**config.mk**
```make
export PLATFORM = sky130hd
export DESIGN_NAME = pll_holdover_controller
export DESIGN_NICKNAME = d
export VERILOG_FILES = /design/src/holdover_pkg.sv /design/src/sync2.sv /design/src/lock_detect.sv /design/src/pll_holdover_controller.sv
export SDC_FILE = /design/constraint.sdc
export NUM_CORES = 1
export LEC_CHECK = 0
export BUFFER_PORTS_ARGS = -buffer_cell sky130_fd_sc_hd__buf_2
export CAP_MARGIN = 20
export CELL_PAD_IN_SITES_DETAIL_PLACEMENT = 1
export CELL_PAD_IN_SITES_GLOBAL_PLACEMENT = 2
export CORE_MARGIN = 1.5
export CORE_UTILIZATION = 26
export CTS_CLUSTER_DIAMETER = 150
export DETAILED_ROUTE_END_ITERATION = 12
export PLACE_DENSITY = 0.83
export SYNTH_ARGS = -nofsm -noshare
export SYNTH_HDL_FRONTEND = slang
export SYNTH_SLANG_ARGS = --single-unit
export TNS_END_PERCENT = 100
```
**constraint.sdc**
```tcl
create_clock -name clock_in -period 1.6 [get_ports clock_in]
set_input_delay 0 -clock clock_in [delete_from_list [all_inputs] [get_ports clock_in]]
set_output_delay 0 -clock clock_in [all_outputs]
set_load 0.005 [all_outputs]
```
**src/holdover_pkg.sv**
```systemverilog
// constants and types for the pll holdover controller
// Contract
// holdover only tri-states charge pump; no up or down current while held
// holdover enable bit clear disables both manual and automatic holdover
// manual holdover enters on falling edge of align pin, not low level
// after align pin high, release only at next reference pfd edge
// b counter reset on same pfd event that ends holdover; prescaler kept
// each of four channels has ignore-align bit; clear means low stops outputs
// automatic holdover enters when sensed lock pin shows lost lock
// comparator enable off makes lock pin read as permanently high
// automatic holdover holds while no reference edge reaches the pfd
// no automatic re-entry until lock regained and lock pin charged high
// automatic holdover tracks selected reference; switchover loss ends next edge
// lock detect counter field sets consecutive in-window cycles; 00b is five
// software keeps digital lock detect disable bit at zero
// lock pin control 000100b selects charged lock detect mode
// external holdover bit zero selects automatic, disables manual holdover
// reference control: auto switchover, preferred reference, both buffers
// lock window bit zero selects high-range window
// external clock input is distribution-only or pll feedback source
// users should run lock indicator in current-source mode
// digital lock flag sets after n good cycles, clears on one bad cycle
// charged mode sources current while flag true, grounds pin when false
// align pin and comparator output synchronised before use
`default_nettype none
package holdover_pkg;
    // -------------------------------------------------------------
    // register map (byte addresses)
    // -------------------------------------------------------------
    localparam logic [11:0] ADDR_LOCK_CFG  = 12'h060;
    localparam logic [11:0] ADDR_LDPIN_CFG = 12'h068;
    localparam logic [11:0] ADDR_REF_CFG   = 12'h070;
    localparam logic [11:0] ADDR_HOLD_CFG  = 12'h074;
    localparam logic [11:0] ADDR_CHAN_CFG  = 12'h644;
    localparam logic [11:0] ADDR_STATUS    = 12'h800;
    // -------------------------------------------------------------
    // field positions
    // -------------------------------------------------------------
    localparam int LDC_LO     = 5;
    localparam int LDWIN_BIT  = 4;
    localparam int DLDDIS_BIT = 3;
    localparam int EXTCLK_BIT = 0;
    localparam int AUTOSW_BIT = 4;
    localparam int PREF_BIT   = 3;
    localparam int BUF_LO     = 1;
    localparam int CMPEN_BIT  = 3;
    localparam int EXTHO_BIT  = 1;
    localparam int HOEN_BIT   = 0;
    localparam logic [5:0] LDPIN_CHARGED = 6'h04;
    // -------------------------------------------------------------
    // reset values
    // -------------------------------------------------------------
    localparam logic [7:0] LOCK_CFG_RST  = 8'h00;
    localparam logic [7:0] LDPIN_CFG_RST = 8'h00;
    localparam logic [7:0] REF_CFG_RST   = 8'h00;
    localparam logic [7:0] HOLD_CFG_RST  = 8'h00;
    localparam logic [3:0] CHAN_CFG_RST  = 4'h0;
    localparam int NUM_CHAN = 4;
    localparam logic [31:0] RDATA_ZERO = 32'h0000_0000;

    typedef enum logic [1:0] {
        HO_IDLE,
        HO_HELD,
        HO_RELEASE,
        HO_REARM
    } ho_state_t;

    // lock counter code to required good cycles
    function automatic logic [4:0] lock_cycles(input logic [1:0] code);
        unique case (code)
            2'h0: lock_cycles = 5'h05;
            2'h1: lock_cycles = 5'h10;
            2'h2: lock_cycles = 5'h10;
            2'h3: lock_cycles = 5'h1F;
        endcase
    endfunction : lock_cycles
endpackage : holdover_pkg
`default_nettype wire

```
**src/sync2.sv**
```systemverilog
// two-flop level synchroniser
`default_nettype none
module sync2 (
    input  wire logic clock_in,
    input  wire logic resetn_in,
    input  wire logic rst_val_in,
    input  wire logic d_in,
    output logic      q_out
);
    logic meta_q;
    logic sync_q;
    always_ff @(posedge clock_in) begin
        if (!resetn_in) begin
            meta_q <= rst_val_in;
            sync_q <= rst_val_in;
        end else begin
            meta_q <= d_in;
            sync_q <= meta_q;
        end
    end
    assign q_out = sync_q;
endmodule : sync2
`default_nettype wire

```
**src/lock_detect.sv**
```systemverilog
// digital lock flag counter
`default_nettype none
module lock_detect
    import holdover_pkg::*;
(
    input  wire logic       clock_in,
    input  wire logic       resetn_in,
    input  wire logic       disable_in,
    input  wire logic [1:0] count_sel_in,
    input  wire logic       pfd_event_in,
    input  wire logic       in_lock_win_in,
    input  wire logic       in_unlock_win_in,
    output logic            lock_out
);
    logic [4:0] good_q;
    logic       lock_q;
    // set after n good, clear on one bad
    always_ff @(posedge clock_in) begin
        if (!resetn_in || disable_in) begin
            good_q <= 5'h00;
            lock_q <= 1'b0;
        end else if (pfd_event_in) begin
            if (!in_lock_win_in)
                good_q <= 5'h00;
            else if (good_q != 5'h1F)
                good_q <= good_q + 5'h01;
            // programmed count
            if (in_lock_win_in && (good_q + 5'h01) >= lock_cycles(count_sel_in))
                lock_q <= 1'b1;
            else if (!in_unlock_win_in)
                lock_q <= 1'b0;
        end
    end
    assign lock_out = lock_q;
endmodule : lock_detect
`default_nettype wire

```
**src/pll_holdover_controller.sv**
```systemverilog
// holdover control, lock detect and configuration registers
`default_nettype none
module pll_holdover_controller
    import holdover_pkg::*;
(
    input  wire logic        clock_in,
    input  wire logic        resetn_in,
    input  wire logic [11:0] avs_address_in,
    input  wire logic        avs_read_in,
    input  wire logic        avs_write_in,
    input  wire logic [31:0] avs_writedata_in,
    input  wire logic [3:0]  avs_byteenable_in,
    output logic [31:0]      avs_readdata_out,
    output logic             avs_waitrequest_out,
    input  wire logic        align_n_in,
    input  wire logic        lock_cmp_in,
    input  wire logic        pfd_ref_edge_in,
    input  wire logic        ref_present_in,
    input  wire logic        in_lock_win_in,
    input  wire logic        in_unlock_win_in,
    output logic             cp_hiz_out,
    output logic             b_counter_reset_out,
    output logic [3:0]       chan_stop_out,
    output logic             lock_pin_source_out,
    output logic             lock_pin_oe_n_out,
    output logic             digital_lock_flag_out,
    output logic             auto_switch_out,
    output logic             ref_select_out,
    output logic [1:0]       ref_buf_en_out,
    output logic             high_range_win_out,
    output logic             ext_clk_feedback_out
);
    // -------------------------------------------------------------
    // configuration registers
    // -------------------------------------------------------------
    logic [7:0] lock_cfg_q;
    logic [7:0] ldpin_cfg_q;
    logic [7:0] ref_cfg_q;
    logic [7:0] hold_cfg_q;
    logic [3:0] chan_cfg_q;
    logic       rd_pend_q;
    logic [31:0] rdata_q;
    logic       wr_en;
    assign wr_en = avs_write_in && avs_byteenable_in[0];

    always_ff @(posedge clock_in) begin
        if (!resetn_in) begin
            lock_cfg_q  <= LOCK_CFG_RST;
            ldpin_cfg_q <= LDPIN_CFG_RST;
            ref_cfg_q   <= REF_CFG_RST;
            hold_cfg_q  <= HOLD_CFG_RST;
            chan_cfg_q  <= CHAN_CFG_RST;
        end else if (wr_en) begin
            unique case (avs_address_in)
                ADDR_LOCK_CFG:  lock_cfg_q  <= avs_writedata_in[7:0];
                ADDR_LDPIN_CFG: ldpin_cfg_q <= {2'h0, avs_writedata_in[5:0]};
                ADDR_REF_CFG:   ref_cfg_q   <= avs_writedata_in[7:0];
                ADDR_HOLD_CFG:  hold_cfg_q  <= avs_writedata_in[7:0];
                ADDR_CHAN_CFG:  chan_cfg_q  <= avs_writedata_in[3:0];
                default: ;
            endcase
        end
    end

    // -------------------------------------------------------------
    // synchronisers and lock detect
    // -------------------------------------------------------------
    logic align_n_s;
    logic cmp_s;
    logic digital_lock_flag;
    // align pin into pfd domain
    sync2 u_sync_align (
        .clock_in   (clock_in),
        .resetn_in  (resetn_in),
        .rst_val_in (1'b1),
        .d_in       (align_n_in),
        .q_out      (align_n_s)
    );
    // comparator into pfd domain
    sync2 u_sync_cmp (
        .clock_in   (clock_in),
        .resetn_in  (resetn_in),
        .rst_val_in (1'b1),
        .d_in       (lock_cmp_in),
        .q_out      (cmp_s)
    );
    lock_detect u_lock (
        .clock_in         (clock_in),
        .resetn_in        (resetn_in),
        .disable_in       (lock_cfg_q[DLDDIS_BIT]),
        .count_sel_in     (lock_cfg_q[LDC_LO +: 2]),
        .pfd_event_in     (pfd_ref_edge_in),
        .in_lock_win_in   (in_lock_win_in),
        .in_unlock_win_in (in_unlock_win_in),
        .lock_out         (digital_lock_flag)
    );

    // -------------------------------------------------------------
    // holdover state machine
    // -------------------------------------------------------------
    logic      align_prev_q;
    ho_state_t state_q;
    logic      hiz_q;
    logic      brst_q;
    logic      ld_sense;
    logic      ho_en;
    logic      manual;
    logic      align_fall;
    // disabled comparator reads high
    assign ld_sense   = hold_cfg_q[CMPEN_BIT] ? cmp_s : 1'b1;
    // master enable
    assign ho_en      = hold_cfg_q[HOEN_BIT];
    // mode select
    assign manual     = hold_cfg_q[EXTHO_BIT];
    // edge, not level
    assign align_fall = align_prev_q && !align_n_s;

    always_ff @(posedge clock_in) begin
        if (!resetn_in)
            align_prev_q <= 1'b1;
        else
            align_prev_q <= align_n_s;
    end

    always_ff @(posedge clock_in) begin
        if (!resetn_in) begin
            state_q <= HO_IDLE;
            hiz_q   <= 1'b0;
            brst_q  <= 1'b0;
        end else if (!ho_en) begin
            state_q <= HO_IDLE;
            hiz_q   <= 1'b0;
            brst_q  <= 1'b0;
        end else begin
            brst_q <= 1'b0;
            unique case (state_q)
                HO_IDLE: begin
                    // manual entry
                    if (manual && align_fall) begin
                        state_q <= HO_HELD;
                        hiz_q   <= 1'b1;
                    // automatic entry on lost lock
                    end else if (!manual && !ld_sense) begin
                        state_q <= HO_HELD;
                        hiz_q   <= 1'b1;
                    end
                end
                HO_HELD: begin
                    // leave only on reference edge
                    if (pfd_ref_edge_in && (manual ? align_n_s : 1'b1)) begin
                        hiz_q   <= 1'b0;
                        // b counter reset with release
                        brst_q  <= 1'b1;
                        state_q <= manual ? HO_IDLE : HO_REARM;
                    end
                end
                HO_REARM: begin
                    // wait for relock and charged pin
                    if (digital_lock_flag && ld_sense)
                        state_q <= HO_IDLE;
                end
                HO_RELEASE: state_q <= HO_IDLE;
            endcase
        end
    end

    // -------------------------------------------------------------
    // outputs
    // -------------------------------------------------------------
    logic [3:0] chan_stop_q;
    logic       charged;
    // charged lock detect mode code
    assign charged = ldpin_cfg_q[5:0] == LDPIN_CHARGED;
    always_ff @(posedge clock_in) begin
        if (!resetn_in)
            chan_stop_q <= 4'h0;
        else
            // per channel ignore-align
            chan_stop_q <= ~chan_cfg_q & {NUM_CHAN{~align_n_s}};
    end
    // tri-state pump only
    assign cp_hiz_out            = hiz_q;
    assign b_counter_reset_out   = brst_q;
    assign chan_stop_out         = chan_stop_q;
    // source when flag true, ground otherwise
    assign lock_pin_source_out   = charged && digital_lock_flag;
    assign lock_pin_oe_n_out     = !(charged && !digital_lock_flag);
    assign digital_lock_flag_out = digital_lock_flag;
    // reference controls
    assign auto_switch_out       = ref_cfg_q[AUTOSW_BIT];
    assign ref_select_out        = ref_cfg_q[PREF_BIT];
    assign ref_buf_en_out        = ref_cfg_q[BUF_LO +: 2];
    // zero is high range
    assign high_range_win_out    = !lock_cfg_q[LDWIN_BIT];
    // external clock role
    assign ext_clk_feedback_out  = ref_cfg_q[EXTCLK_BIT];

    // -------------------------------------------------------------
    // avalon read path, one wait state on reads
    // -------------------------------------------------------------
    always_ff @(posedge clock_in) begin
        if (!resetn_in) begin
            rd_pend_q <= 1'b0;
            rdata_q   <= RDATA_ZERO;
        end else begin
            rd_pend_q <= avs_read_in && !rd_pend_q;
            unique case (avs_address_in)
                ADDR_LOCK_CFG:  rdata_q <= {24'h0, lock_cfg_q};
                ADDR_LDPIN_CFG: rdata_q <= {24'h0, ldpin_cfg_q};
                ADDR_REF_CFG:   rdata_q <= {24'h0, ref_cfg_q};
                ADDR_HOLD_CFG:  rdata_q <= {24'h0, hold_cfg_q};
                ADDR_CHAN_CFG:  rdata_q <= {28'h0, chan_cfg_q};
                ADDR_STATUS:    rdata_q <= {26'h0, ref_present_in, ld_sense,
                                            digital_lock_flag, brst_q, hiz_q, 1'b0};
                default:        rdata_q <= RDATA_ZERO;
            endcase
        end
    end
    assign avs_waitrequest_out = avs_read_in && !rd_pend_q;
    assign avs_readdata_out    = rdata_q;
endmodule : pll_holdover_controller
`default_nettype wire

```
# Word level (Yosys, flattened, before mapping)
# Cells that the tools add are included.
# W data, S select, Z words.
totals:
  ff_bits: 86
  in_bits: 58
  wordCells: 97
classes:
  add_sub_neg: 1
  magnitude_cmp: 1
  n_eq_ne: 19
  muxes: 21
  n_bitwise: 3
  n_reduce_logical: 34
op_table:
  columns: ["operator", "n"]
  rows:
  - ["$eq A12 B7 Y1 const B", 4]
  - ["$pmux W8 S6", 1]
  - ["$mux W5", 4]
  - ["$reduce_and A2 Y1", 8]
  - ["$pmux W5 S3", 1]
  - ["$eq A12 B11 Y1 const B", 1]
  - ["$eq A12 B12 Y1 const B", 1]
  - ["$logic_and A1 B1 Y1", 10]
  - ["$mux W2", 5]
  - ["$reduce_and A3 Y1", 3]
  - ["$eq A2 B2 Y1 const B", 4]
  - ["$logic_not A1 Y1", 8]
  - ["$mux W1", 8]
  - ["$pmux W2 S4", 1]
  - ["$eq A6 B3 Y1 const B", 1]
  - ["$add A5 B1 Y5 const B", 1]
  - ["$ge A5 B5 Y1", 1]
  - ["$ne A5 B5 Y1 const B", 1]
  - ["$and A4 B4 Y4", 1]
  - ["$eq A2 B1 Y1 const B", 2]
  - ["$logic_not A2 Y1", 2]
  - ["$ne A2 B1 Y1 const B", 2]
  - ["$ne A2 B2 Y1 const B", 2]
  - ["$not A4 Y4", 1]
  - ["6 further kinds", 6]

# Logic depth before layout (Yosys ltp)
logic_depth:
  depth_word: 9
  ltp_mapped: 9
  mapped_depth_nobuf: 9

# Cells and area by module
# A second synthesis with hierarchy kept.
hier_totals:
  hier_cells: 348
  hier_area_um2: 3130.5
by_module_without_submodules:
  columns: ["module", "instances", "cells_each", "area_per_inst_um2", "seq_area_each_um2"]
  rows:
  - ["pll_holdover_controller", 1, 291, 2560.0, 1041.0]
  - ["lock_detect", 1, 49, 445.4, 120.1]
  - ["sync2", 2, 4, 62.6, 40.0]

# Least setup slack after synthesis
# Ideal clock, no wire load.
synth_timing:
  kind: "register -> register"
  from: "register u_lock.good_q[0]"
  to: "register u_lock.lock_q, in the netlist u_lock.lock_out"
  setup_time_ns: 0.125
  arrival_ns: 1.622
  required_ns: 1.475
  setup_slack_ns: -0.147
  stages_incl_launch_ff: 8
  n_path_buf: 0
  period_less_slack_ns: 1.747
  path_cell_list: "dfxtp_1 > ha_1 > and3_1 > ha_1 > ha_1 > and3_1 > o211ai_1 > a31oi_1"
synth_between:
  elab_chain_len: 5
  elab_cells_between_ends: 6
  cone_classes: "add/sub (1); order compare (1); eq/ne (1); mux (1); reduce/logical (2)"
synth_rtl:
  columns: ["element", "line_no", "text"]
  rows:
  - ["start: declaration", "lock_detect.sv:15", "logic [4:0] good_q;"]
  - ["start signal: assignment", "lock_detect.sv:26", "good_q <= good_q + 5'h01;"]
  - ["$add A5 B1 Y5 *", "lock_detect.sv:28", "if (in_lock_win_in && (good_q + 5'h01) >= lock_cycles(count_sel_in))"]
  - ["$ge A5 B5 Y1 *", "lock_detect.sv:28", null]
  - ["$logic_and A1 B1 Y1 *", "lock_detect.sv:28", null]
  - ["$ne A2 B1 Y1 (no line)", null, null]
  - ["$reduce_and A2 Y1 (no line)", null, null]
  - ["end signal: assignment", "lock_detect.sv:21", "lock_q <= 1'b0;"]
  - ["end signal: assignment", "lock_detect.sv:29", "lock_q <= 1'b1;"]
  - ["end signal: assignment", "lock_detect.sv:31", "lock_q <= 1'b0;"]
  - ["end: declaration", "lock_detect.sv:16", "logic lock_q;"]
# Mark *: on every way between the ends. The rest lies on a longest branch, timed or not.
# A chain may end at the register's enable or synchronous reset.

# Final worst setup path
# Same ends and word-level chain as after synthesis.

==> metrics.md <==
| Metric | Value |
|---|---|
| RR Endpoint | `u_lock.lock_out$_SDFFE_PP0P_` |
| Failing checks | `setup timing` |
| HPWL after DPL | `5960 um` |
| I/O Buffers | `54` |
| Min-delay src | `pfd_ref_edge_in` |
| Final #Nets | `472` |
| Root Driver | `clkbuf_16` |
| GRT Util Overall | `13.4%` |
| Async SR Flop Fraction | `0%` |
| Max Clk Rate | `0.617 GHz` |
| Skew-Pair Late Insertion Delay | `0.32 ns` |
| Total gr overflow | `0` |
| Status | `complete, but fails checks` |
| Die X | `around 110 um` |
| Initial core utilization | `26.5%` |
| Via/cell ratio | `4.61` |
| Setup Total Neg Slack | `-0.0218 ns` |
| Row count | `39` |
| Dpl cell area | `3430 um2` |
| Worst setup SP type | `flop` |
| H-tree levels | `3` |
| Most common cell after layout, fill and taps aside | `dfxtp_1` |
| Die Area | `12200 um2` |
| Mux cell area share after synthesis | `roughly 3.8%` |
| IO Pins | `106` |
| DRC violations left | `0` |
| Antenna Cells | `0` |
| Die H | `111 um` |
| Via count | `2548` |
| Mapped cell area | `3010 um2` |
| Seq/Total Area, Yosys | `41.3%` |
| Pin count of the biggest net entering global routing | `between 40 and 50` |
| Post-synth top area share | `41.3%` |
| Synth Instances | `332` |
| Number of global-route vias before repair | `2604` |
| Min cycle time layout | `around 1.6 ns` |
| Reg2reg start | `u_lock.good_q[0]$_SDFFE_PP0P_` |
| Largest family of logic cells by synthesized area | `simple AND/OR/NAND/NOR gates` |
| DR WL/cell | `14.3 um` |
| Power density over the cells | `983 nW/um2` |
| # fillers | `1347` |
| Dominant cells by area after synthesis | `dfxtp_1 41%, buf_4 6.5%, nand3_1 5.5%, o21ai_2 4.7%, ha_1 3.7%` |
| Avg Cell Area, Syn | `9.06 um2` |
| Post-CTS setup buffers | `0` |
| Most frequent cells in the layout | `58 x dfxtp_1, 54 x buf_2, 33 x nand3_1` |
| Drt total wl | `7880 um` |
| DRT Pass-1 Iters | `4` |
| Core Region | `11400 um2` |
| FF-to-FF path depth | `7` |
| Leakage | `1.66 nW` |
| Share of post-route cells with drive strength above 1 | `roughly a third` |
| Yosys cell types | `47` |
| Crit path max fanout | `2` |
| Synth warn | `0` |
| WHS Path Cells | `3` |
| Post-DRT Antenna Nets | `0` |
| Fin area | `3890 um2` |
| CTS tree | `done` |
| R2r setup slk | `-0.02 ns` |
| Critical Setup Path Class | `reg2reg` |
| Max_cap viols | `0` |
| Post-Synth XOR/XNOR Area | `0.582%` |
| Crit. End Element | `flop` |
| WP data arrival | `1.87 ns` |
| Worst EP required | `1.85 ns` |
| Adder-cell share of the synthesized area | `3.74%` |
| Initial antenna violation count | `0` |
| Final period util | `101%` |
| Synth Area in Simple Gates | `22.4%` |
| Setup Viol. Count Final | `1` |
| Worst Hold End | `b_counter_reset_out$_SDFF_PN0_` |
| CTS Buffer Depth | `2` |
| Worst setup margin | `-0.0218 ns` |
| First-pass GRT wire length | `13100 um` |
| Clock sinks | `just over 60` |
| Area growth, synth to finish | `29.2%` |
| VDD IR max | `0.000465 V` |
| Compound-gate portion of the synthesized area | `16.2%` |
| Clock-pin transition on the worst setup and hold timing paths | `0.06 ns` |
| Top FF cell, synth | `dfxtp_1` |
| Yosys top cell by area | `dfxtp_1` |
| Worst hold path type | `in2reg` |
| Final hold violation count | `0` |
| Yosys reg bits | `just over 60` |
| Gpl congestion | `just under 0.8` |
| Unrepaired setup endpoints after global routing | `true` |
| Iter 0 DRT Violations | `93` |
| Worst Skew | `0.00702 ns` |
| Max-slew violations | `0` |
| CTS Buf Count | `9` |
| Number of flops mapped to enable cells by yosys | `0` |
## worst max-delay path by stage
stage / cells past startpoint / from / end
after floorplan: 9 / lock_cfg_q[5]$_SDFFE_PN0P_ / u_lock.lock_out$_SDFFE_PP0P_
after global placement: 7 / u_lock.good_q[0]$_SDFFE_PP0P_ / u_lock.lock_out$_SDFFE_PP0P_
after detailed placement: 7 / u_lock.good_q[0]$_SDFFE_PP0P_ / u_lock.lock_out$_SDFFE_PP0P_
after CTS: 7 / u_lock.good_q[0]$_SDFFE_PP0P_ / u_lock.lock_out$_SDFFE_PP0P_
after global routing: 9 / lock_cfg_q[5]$_SDFFE_PN0P_ / u_lock.lock_out$_SDFFE_PP0P_
final: 7 / u_lock.good_q[0]$_SDFFE_PP0P_ / u_lock.lock_out$_SDFFE_PP0P_
## area by class of cell
cell class | count | area [um2] | share of cell area, %
clock inverters | 5 | 65.1 | 1.67
repair buffers | 81 | 518 | 13.3
inverters | 11 | 41.3 | 1.06
multi-input cells | 240 | 1580 | 40.7
well taps | 143 | 179 | 4.60
clock buffers | 11 | 253 | 6.50
flip-flops and latches | 62 | 1250 | 32.1
## stage by stage
stage / utilization, % / setup WS, ns / std cells / total power (W) / hold slack, ns
floorplan: - / 0.00468 / 355 / 0.00174 / 0.101
global placement: 30.2 / -0.0276 / 529 / 0.00179 / 0.193
detailed placement: 30.2 / -0.0519 / 529 / 0.00179 / 0.193
CTS: 34.0 / -0.0307 / 553 / 0.00386 / 0.00163
global route: 34.2 / -0.106 / 553 / 0.00397 / 0.0153
finish: 34.2 / -0.0218 / 553 / 0.00382 / 0.0147
## metal layers
layer	up-vias	GRT usage, %	wire [um]	share of wire [%]
met2	56	22.1	3850	49
met4	0	4.44	147	1.9
met3	11	3.73	296	3.8
met5	-	0	0	0
met1	1212	17.0	3590	46
li1	1269	-	-	-
## timing repair
item | 4_1_cts | 5_1_grt
gates resized for setup | 5 | 4
hold buffers | 8 | 0
pin swaps | 4 | 5
setup endpoints to repair | 1 | 1
hold endpoints to repair | 8 | 0
## sequential cells by signal (all words and copies together), names as in the netlist, 2 cells and up
register / count
hold_cfg_q: 8
ref_cfg_q: 8
ldpin_cfg_q: 6
chan_stop_out: 4
avs_readdata_out: 8
u_lock.good_q: 5
state_q: 2
chan_cfg_q: 4
lock_cfg_q: 8
## cell families after synthesis
logic type      Yosys count
compound gates           71
xor+xnor                  2
fa+ha+maj                 9
buf+inv                  53
flops                    62
mux                      11
other cells               1
simple gates            123
## cells in the mapped netlist, types with 2 or more instances
master and instances:
a21oi_1 8, buf_6 3, a22oi_1 12, nand4_1 2, nand2b_1 9, mux2_2 4, and3_1 5, buf_1 2
ha_1 9, mux2i_1 7, nand2_1 24, a31oi_1 3, nor2_1 25, buf_4 26, or3_1 2, nand3_2 4
o21ai_2 16, dfxtp_1 62, o22ai_1 2, inv_1 11, nor4b_1 2, and2_1 3, nand3_1 33, nor2b_1 4
a22o_1 5, buf_12 2, nor3b_1 2, o21ai_0 20, clkbuf_1 6, buf_2 2
## critical path, cell delays in order (launching register included)
cell	delay, ns
dfxtp_4	0.34
ha_4	0.15
and3_4	0.18
ha_4	0.22
ha_4	0.25
and3_4	0.16
o211ai_1	0.07
a31oi_1	0.16
## report_power, final
part | switching [W] | internal (W)
Clock | 0.000731 | 0.00131
Combinational | 0.000134 | 0.0000891
Sequential | 0.00000380 | 0.00156
Total | 0.000868 | 0.00295
Note: power is estimated with default switching activity, not from simulation.
